$ cat src/common/csc_stream_pkg.sv
package csc_stream_pkg;
   // ****************************************
   // Widths and timing
   // ****************************************
   localparam int COMP_W = 8;
   localparam int DATA_W = 3 * COMP_W;
   localparam int FIFO_DEPTH = 8;
   localparam int BASE_LATENCY = 9;
   localparam int CLIP_EXTRA = 1;
   localparam int CLAMP_EXTRA = 1;
   localparam int PIPE_LATENCY = BASE_LATENCY + CLIP_EXTRA + CLAMP_EXTRA;
   localparam int CLK_PERIOD_NS = 20;
   localparam logic [0:0] SOF_BIT = 1'h0;
   localparam logic [0:0] RST_ACTIVE = 1'h0;
endpackage : csc_stream_pkg

$ cat src/hdl/stream_fifo.sv
`timescale 1ns/10ps
// ****************************************
// Small flip-flop FIFO with clock enable gating
// ****************************************
module stream_fifo #(
   parameter int WIDTH = 8,
   parameter int DEPTH = 8
) (
   input wire logic clk_i,
   input wire logic rst_i,
   input wire logic run_i,
   input wire logic in_valid_i,
   output logic in_ready_o,
   input wire logic [WIDTH-1:0] in_data_i,
   output logic out_valid_o,
   input wire logic out_ready_i,
   output logic [WIDTH-1:0] out_data_o
);
   localparam int AW = $clog2(DEPTH);
   logic [WIDTH-1:0] mem_ff [DEPTH];
   logic [AW-1:0] wr_ff;
   logic [AW-1:0] rd_ff;
   logic [AW:0] cnt_ff;
   wire push = run_i & in_valid_i & in_ready_o;
   wire pop = run_i & out_valid_o & out_ready_i;

   assign in_ready_o = (cnt_ff != DEPTH[AW:0]);
   assign out_valid_o = (cnt_ff != '0);
   assign out_data_o = mem_ff[rd_ff];

   always_ff @(posedge clk_i) begin
      if (rst_i) begin
         wr_ff <= '0;
         rd_ff <= '0;
         cnt_ff <= '0;
      end else begin
         if (push) begin
            mem_ff[wr_ff] <= in_data_i;
            wr_ff <= (wr_ff == AW'(DEPTH - 1)) ? '0 : wr_ff + 1'b1;
         end
         if (pop) begin
            rd_ff <= (rd_ff == AW'(DEPTH - 1)) ? '0 : rd_ff + 1'b1;
         end
         cnt_ff <= cnt_ff + {{AW{1'b0}}, push} - {{AW{1'b0}}, pop};
      end
   end
endmodule : stream_fifo

$ cat src/hdl/video_stream_port_control.sv
`timescale 1ns/10ps
module video_stream_port_control
   import csc_stream_pkg::*;
(
   // Clock, enable, reset
   input wire logic CLK_SYS_I,
   input wire logic CLK_EN_I,
   input wire logic RESET_N_I,
   // Input stream
   input wire logic [DATA_W-1:0] S_TDATA_I,
   input wire logic S_TVALID_I,
   output logic S_TREADY_O,
   input wire logic [0:0] S_TUSER_I,
   input wire logic S_TLAST_I,
   // Output stream
   output logic [DATA_W-1:0] M_TDATA_O,
   output logic M_TVALID_O,
   input wire logic M_TREADY_I,
   output logic [0:0] M_TUSER_O,
   output logic M_TLAST_O
);
   // ****************************************
   // Common control
   // ****************************************
   localparam int BEAT_W = DATA_W + 2;
   // Interrupt outputs are left out: no register port is configured
   // Reset wins over enable, so it is decoded separately
   wire rst = (RESET_N_I == RST_ACTIVE[0]);
   // Every register below uses CLK_SYS_I and CLK_EN_I; all but beat_ff and the FIFO's mem_ff also use rst
   wire run = CLK_EN_I;

   // ****************************************
   // Processing pipeline
   // ****************************************
   // Pipeline advances whenever CLK_EN_I is high; input is only taken while
   // credits remain, so the FIFO has room; 8 credits for 11 stages stall a steady stream.
   logic [PIPE_LATENCY-1:0] vld_ff;
   logic [BEAT_W-1:0] beat_ff [PIPE_LATENCY];
   logic [$clog2(FIFO_DEPTH+PIPE_LATENCY+1)-1:0] credit_ff;
   logic [$clog2(FIFO_DEPTH+PIPE_LATENCY+1)-1:0] nxt_credit;
   logic fifo_in_ready;
   logic fifo_out_valid;
   logic [BEAT_W-1:0] fifo_out_data;
   // Credits bound the beats inside pipe plus FIFO to the FIFO depth
   // Nothing is taken while valid is low, so an early start of frame waits
   // Only offered beats enter, so blanking never reaches the output
   wire in_take = run & S_TVALID_I & S_TREADY_O;
   wire out_take = run & M_TVALID_O & M_TREADY_I;
   assign S_TREADY_O = (credit_ff != '0);
   // Pixel, start of frame and line end stay bundled
   wire [BEAT_W-1:0] in_beat = {S_TUSER_I[SOF_BIT], S_TLAST_I, S_TDATA_I};

   always_comb begin
      nxt_credit = credit_ff;
      if (in_take && !out_take) begin
         nxt_credit = credit_ff - 1'b1;
      end else if (out_take && !in_take) begin
         nxt_credit = credit_ff + 1'b1;
      end
   end

   always_ff @(posedge CLK_SYS_I) begin
      if (rst) begin
         credit_ff <= ($bits(credit_ff))'(FIFO_DEPTH);
      end else if (run) begin
         credit_ff <= nxt_credit;
      end
   end

   // Fixed-depth delay line standing in for the conversion arithmetic
   always_ff @(posedge CLK_SYS_I) begin
      if (rst) begin
         vld_ff <= '0;
      end else if (run) begin
         vld_ff <= {vld_ff[PIPE_LATENCY-2:0], in_take};
      end
   end

   always_ff @(posedge CLK_SYS_I) begin
      if (run) begin
         beat_ff[0] <= in_beat;
         for (int i = 1; i < PIPE_LATENCY; i++) begin
            beat_ff[i] <= beat_ff[i-1];
         end
      end
   end

   // ****************************************
   // Output buffer
   // ****************************************
   stream_fifo #(
      .WIDTH(BEAT_W),
      .DEPTH(FIFO_DEPTH)
   ) u_out_fifo (
      .clk_i(CLK_SYS_I),
      .rst_i(rst),
      .run_i(run),
      .in_valid_i(vld_ff[PIPE_LATENCY-1]),
      .in_ready_o(fifo_in_ready),
      .in_data_i(beat_ff[PIPE_LATENCY-1]),
      .out_valid_o(fifo_out_valid),
      .out_ready_i(M_TREADY_I),
      .out_data_o(fifo_out_data)
   );

   // FIFO head is a register, so held until popped
   assign M_TVALID_O = fifo_out_valid;
   assign M_TDATA_O = fifo_out_data[DATA_W-1:0];
   assign M_TLAST_O = fifo_out_data[DATA_W];
   assign M_TUSER_O = fifo_out_data[DATA_W+1 -: 1];

   // ****************************************
   // Checks
   // ****************************************
   a_freeze_out: assert property (@(posedge CLK_SYS_I) disable iff (rst)
      !CLK_EN_I ##1 !rst |-> $stable(M_TVALID_O) && $stable(M_TDATA_O))
      else $error("output moved with enable low");
   a_hold_beat: assert property (@(posedge CLK_SYS_I) disable iff (rst)
      M_TVALID_O && !(M_TREADY_I && CLK_EN_I) |=> M_TVALID_O && $stable(M_TDATA_O)
         && $stable(M_TLAST_O) && $stable(M_TUSER_O))
      else $error("output beat changed before acceptance");
   a_latency_fix: assert property (@(posedge CLK_SYS_I) disable iff (rst)
      in_take && CLK_EN_I [*1] |-> ##11 (vld_ff[PIPE_LATENCY-1] || !CLK_EN_I))
      else $error("pipeline latency wrong");
   a_sof_carry: assert property (@(posedge CLK_SYS_I) disable iff (rst)
      $past(in_take) |-> beat_ff[0][DATA_W+1] == $past(S_TUSER_I[0]))
      else $error("start of frame lost");
   a_no_ovfl: assert property (@(posedge CLK_SYS_I) disable iff (rst)
      vld_ff[PIPE_LATENCY-1] |-> fifo_in_ready)
      else $error("buffer overflow");
   a_reset_clr: assert property (@(posedge CLK_SYS_I)
      rst |=> !M_TVALID_O && S_TREADY_O)
      else $error("reset did not clear");
   a_frozen_in: assert property (@(posedge CLK_SYS_I) disable iff (rst)
      !CLK_EN_I |=> $stable(credit_ff) && $stable(vld_ff))
      else $error("input sampled with enable low");
   a_eol_carry: assert property (@(posedge CLK_SYS_I) disable iff (rst)
      $past(in_take) |-> beat_ff[0][DATA_W] == $past(S_TLAST_I))
      else $error("line end lost");
   c_in_beat: cover property (@(posedge CLK_SYS_I) in_take);
   c_out_beat: cover property (@(posedge CLK_SYS_I) out_take && M_TUSER_O[0]);
   c_full_stall: cover property (@(posedge CLK_SYS_I) !S_TREADY_O);
   c_freeze: cover property (@(posedge CLK_SYS_I) !CLK_EN_I && M_TVALID_O);
endmodule : video_stream_port_control

$ cat config.mk
export PLATFORM = sky130hd
export DESIGN_NAME = video_stream_port_control
export DESIGN_NICKNAME = d
export VERILOG_FILES = /design/src/common/csc_stream_pkg.sv /design/src/hdl/stream_fifo.sv /design/src/hdl/video_stream_port_control.sv
export SDC_FILE = /design/constraint.sdc
export NUM_CORES = 1
export LEC_CHECK = 0
export ABC_AREA = 1
export BUFFER_PORTS_ARGS = -buffer_cell sky130_fd_sc_hd__buf_2
export CAP_MARGIN = 20
export CORE_ASPECT_RATIO = 0.8
export CORE_MARGIN = 1
export CORE_UTILIZATION = 64
export CTS_CLUSTER_SIZE = 14
export DETAILED_ROUTE_END_ITERATION = 8
export GPL_ROUTABILITY_DRIVEN = 0
export MAX_ROUTING_LAYER = met4
export PLACE_DENSITY_LB_ADDON = 0.08
export SETUP_SLACK_MARGIN = 0.3
export SLEW_MARGIN = 20
export SYNTH_ARGS = -nofsm -noshare
export SYNTH_HDL_FRONTEND = slang
export SYNTH_SLANG_ARGS = --single-unit
$ cat constraint.sdc
create_clock -name CLK_SYS_I -period 8.65 [get_ports CLK_SYS_I]
set_input_delay 0.4325 -clock CLK_SYS_I [delete_from_list [all_inputs] [get_ports CLK_SYS_I]]
set_output_delay 0.4325 -clock CLK_SYS_I [all_outputs]
set_load 0.01 [all_outputs]
======== Yosys cells after proc, flatten, opt, wreduce, memory -nomap -nowiden ========
Memories as Yosys holds them, arrays and structs flattened. A register that Yosys moved wholly into a read port is not among the register bits.
Index checks and enable logic that the tools add are counted.
word-level totals
  output and inout port bits .............. 28
  memories kept ........................... 2
  RAM bits ................................ 494
  logic and storage cells ................. 41
  register bits ........................... 26
  bits of input ports ..................... 31
memory list
  name               words  bits a word  rd ports  clocked after memory_dff  write ports  line                             RTL
  beat_ff            11     26           11        0                         11           video_stream_port_control.sv:38  logic [BEAT_W-1:0] beat_ff [PIPE_LATENCY];
  u_out_fifo.mem_ff  8      26           1         1                         1            stream_fifo.sv:20                logic [WIDTH-1:0] mem_ff [DEPTH];
cells by class
  reductions and logical operators ........ 8
  mux-type cells .......................... 11
  add/sub/neg operators ................... 6
  bitwise operators ....................... 6
  equal/unequal tests ..................... 3
operators by type and width
  kind                                              count
  2-to-1 mux 3 bit                                  4
  2-to-1 mux 5 bit                                  2
  adder 3 x 1 -> 3 bit, second input constant       2
  bitwise AND 1 bit                                 6
  == test 3 bit, second input constant              2
  adder 5 x 1 -> 5 bit, second input constant       1
  2-to-1 mux 1 bit                                  5
  nonzero test 5 bit                                1
  subtractor 5 x 1 -> 5 bit, second input constant  1
  adder 4 x 1 -> 4 bit                              1
  inequality test 4 bit, second input constant      1
  nonzero test 4 bit                                1
  subtractor 4 x 1 -> 4 bit                         1
  logical AND 1 bit                                 2
  zero test 1 bit                                   2
  AND reduction 2 bit                               1
  nonzero test 2 bit                                1

======== Logic depth before layout (Yosys ltp) ========
  depth in word-level cells ............... 7
  gate-level depth with buffers ........... 15
  mapped depth without buffers ............ 15

======== Hierarchy ========
From an unflattened synthesis, not the netlist that was laid out.
unflattened totals
  cells, all modules ...................... 1381
  area total of the unflattened synthesis .. 19118.3 um^2
by module, submodules not included
  module                     sequential area each (um^2)  cells each  area an instance (um^2)  times used
  stream_fifo                6506.2                       996         9784.4                   1
  video_stream_port_control  8908.5                       385         9334.0                   1

======== Least setup slack after synthesis ========
No wires, ideal clock.
  path type ............................... register -> register
  start ................................... register u_out_fifo.cnt_ff[2]
  end ..................................... memory u_out_fifo.mem_ff[4][0] (netlist bit), enable pin
  cell stages (with the launch flop) ...... 8
  library setup time ...................... 0.442 ns
  path buffers ............................ 0
  path slack .............................. 5.407 ns
  arrival time ............................ 2.801 ns
  cells stage by stage .................... dfxtp_1 -> inv_1 -> ha_1 -> nand3_1 -> nand3_1 -> nor2_1 -> nand2_1 -> nor3_1
on the way
  longest elaborated chain between the ends .. 5
ends and longest elaborated chain
  what                                    line               RTL
  start: declaration                      stream_fifo.sv:23  logic [AW:0] cnt_ff;
  start signal: assignment                stream_fifo.sv:44  cnt_ff <= cnt_ff + {{AW{1'b0}}, push} - {{AW{1'b0}}, pop};
  inequality test 4 bit                   stream_fifo.sv:27  assign in_ready_o = (cnt_ff != DEPTH[AW:0]);
  bitwise AND 1 bit                       stream_fifo.sv:24  wire push = run_i & in_valid_i & in_ready_o;
  2-to-1 mux 1 bit                        stream_fifo.sv:37  if (push) begin
  2-to-1 mux 1 bit                        stream_fifo.sv:32  if (rst_i) begin
  2-to-1 mux 1 bit (implied by the code)  stream_fifo.sv:38  mem_ff[wr_ff] <= in_data_i;
  end: declaration                        stream_fifo.sv:20
Every way passes these cells.

==> results.tsv <==
stage	metric	value	unit
run_status	status	finished, final reports clean	
floorplan	std cell rows	54	
placement	placed cell area	0.0188	mm^2
detailed_routing	final wirelength	26400	um
detailed_routing	antenna-violating nets left	0	
worst_setup_path	CP max FO	84	
clock_tree	clk buf depth	3	
synth	register bit total from synthesis	523	
detailed_routing	max layer used	met4	
global_route	global route overflow	0	
min_path	HP Class	input port to flop	
cells_and_area	Diodes inserted	0	
sta	Slew Limit Fails	0	
global_route	largest net degree at the start of global routing	150	
worst_setup_path	Data arrival, critical path	2.88	ns
synth	prevailing post-synth register cell	edfxtp_1	
sta	final period utilization	38.3	%
clock_tree	post-CTS resize count	0	
floorplan	Die X	190	um
clock_tree	clk sink count	523	
cells_and_area	area grow syn2layout	11.7	%
synth	post-synth net total	1153	
detailed_routing	initial drt markers	574	
placement	pre-CTS setup slack	5.92	ns
cells_and_area	final instance area	0.0202	mm^2
sta	final setup fails	0	
detailed_routing	routed wl met3	1480	um
cells_and_area	fraction of layout cells with a size suffix above 1	11.9	%
cells_and_area	Storage cell area	0.0154	mm^2
clock_tree	CTS buffer count	47	
placement	Port Buf Inserts	58	
synth	EDFF count, synth	494	
cells_and_area	Util after Layout	73.4	%
worst_setup_path	Critical Path RT	8.22	ns
floorplan	Top-Level Pins	59	
synth	sequential area share after synthesis	85.1	%
sta	Hold Fails Final Rpt	0	
cells_and_area	Final nets	1232	
detailed_routing	Vias	8577	
synth	Mapped Cells	1106	
detailed_routing	vias per cell	5.42	
cells_and_area	multi-input logic area	0.00239	mm^2
sta	Setup TNS	0	ns
worst_setup_path	crit-path most repeated cell	nand2_1	
synth	YS warnings	0	
global_route	vias in the first global route	8109	
detailed_routing	DR pass1 iterations	5	
sta	fin crit period	3.31	ns
floorplan	Initial Util	65.7	%
global_route	antenna violations before repair	0	
power	VDD IR max	0.000232	V
sta	RSZ-0062 raised after global routing	no	
placement	hpwl dp	13100	um
sta	Worst slew margin	31.8	%
clock_tree	Post-CTS Setup Bufs	0	
detailed_routing	routed wl met2	12400	um
global_route	first-pass GRT wire length	42200	um
worst_setup_path	crit path cell chain	inv_2 > buf_4 > o21ai_0 > o21ai_1 > nand2_1 > nand2_1 > buf_2	
sta	Max Fclk	0.302	GHz
clock_tree	cts hold-fix bufs	0	
sta	Setup Skew	0.0109	ns
worst_setup_path	Setup crit start kind	flop	
synth	Post-Syn Area per Cell	16.4	um^2
clock_tree	clock insertion delay at the later pin of the skew report	0.55	ns
clock_tree	CTS tree	built	
cells_and_area	Final Non-Filler Cells	1582	
worst_setup_path	crit path capture type	output pin	
sta	final setup margin	5.34	ns
detailed_routing	WL/cell	16.7	um
sta	Least-Margin Pin Slew	1.02	ns
placement	Cells after DPL	1499	
job	maxcap violations	0	
floorplan	DIE AREA	0.0290	mm^2
cells_and_area	fillcell total	1701	
power	cell area power density	266	mW/mm^2
detailed_routing	M1 WL	12000	um
floorplan	CORE AREA	0.0276	mm^2
global_route	overall routing resource usage	19.5	%
clock_tree	H-tree depth	2	
floorplan	die height	152	um
synth	Synth Cell Area	0.0181	mm^2
power	leakage power	7.08	nW
worst_setup_path	slowest stage delay, CP	0.77	ns
detailed_routing	Remaining DRCs	0	
worst_setup_path	Critical-path top delay cell	buf_4	
worst_setup_path	WS Path Type	flop to output pin	
synth	asr flop ratio synth	0	%
worst_setup_path	FF-to-FF setup slack	6.29	ns
clock_tree	CTS clock-pin slew for the worst setup and hold paths	0.06	ns
clock_tree	Clock Tree Root	clkbuf_16	
synth	Yosys cell types	23	
-- layer usage --
metal | up-vias | GRT usage (%)
met3 | 47 | 3.75
met5 | - | -
met4 | 0 | 5.88
li1 | 4175 | -
met2 | 221 | 29.2
met1 | 4134 | 27.9
-- cell families (layout without fill, tap and decap cells) --
group,Yosys count,count (layout),share of synthesized area (%)
simple gates,312,312,6.59
fa+ha+maj,16,16,1.19
buf+inv,66,178,1.84
compound gates,188,188,5.21
xor+xnor,1,1,0.0484
flops,523,523,85.1
-- synthesized netlist by cell type, types with 2 or more instances --
library cell	count	area (um^2)
a21oi_1	11	55.1
buf_1	2	7.51
buf_2	11	55.1
buf_4	3	22.5
buf_6	8	90.1
clkbuf_1	18	67.6
dfxtp_1	29	581
edfxtp_1	494	14800
fa_1	2	40.0
ha_1	14	175
inv_1	22	82.6
nand2_1	100	375
nand3_1	7	35.0
nor2_1	199	747
nor3_1	2	10.0
o21ai_0	97	485
o21ai_1	79	395
or2_2	3	18.8
-- placed cells by master, fill, tap and decap left out, drive strengths merged --
cell type and count:
a21oi 11, fa 2, clkbuf 64, inv 25, a21o 1, or2 3
clkinv 14, xnor2 1, edfxtp 494, nand4 1, nor3 2, o21ai 176
nand2 100, ha 14, bufinv 3, buf 72, nand3 7, dfxtp 29
nor2 199
-- where the power goes --
part / internal (mW) / total (mW) / switching, mW
sequential: 2.89 / 2.94 / 0.0465
combinational: 0.169 / 0.502 / 0.333
clock: 1.11 / 1.94 / 0.830
-- flip-flops by register name, indices dropped and copies added (netlist names), named ones only --
signal and count:
beat_ff 286, u_out_fifo.mem_ff 208, vld_ff 11, credit_ff 5
u_out_fifo.cnt_ff 4, u_out_fifo.rd_ff 3, u_out_fifo.wr_ff 3
-- metrics by stage --
stage                     total power, mW  hold slack [ns]
after global placement               3.47            0.400
after CTS                            5.42           0.0251
after detailed placement             3.49            0.405
final                                5.38           0.0548
after floorplan                      3.31            0.400
after global routing                 5.60           0.0290
-- worst max-delay path, delay by kind of cell, from the launching register on --
| kind | cells | cell delay, ns |
|---|---|---|
| AO/OA/AOI/OAI | 2 | 0.38 |
| flip-flops | 1 | 0.46 |
| buffers and inverters | 3 | 1.26 |
| AND/OR/NAND/NOR | 2 | 0.19 |
-- final timing paths --
kind	startpoint	to	cells past startpoint
worst min-delay path	S_TDATA_I[6]	beat_ff[0][6]	1
worst max register to register	u_out_fifo.cnt_ff[2]	u_out_fifo.mem_ff[6][19]	7
worst max-delay path	flop	M_TDATA_O[2]	7
worst min register to register	beat_ff[8][18]	beat_ff[9][18]	0
-- cell type report --
type                       instances  share of cell area [%]
inverter                          24                   0.445
timing repair buffer              72                    2.16
clock inverter                    18                   0.878
sequential                       523                    76.2
clock buffer                      64                    6.23
tap                              364                    2.25
multi-input combinational        517                    11.8
Note: power is estimated with default switching activity, not from simulation.
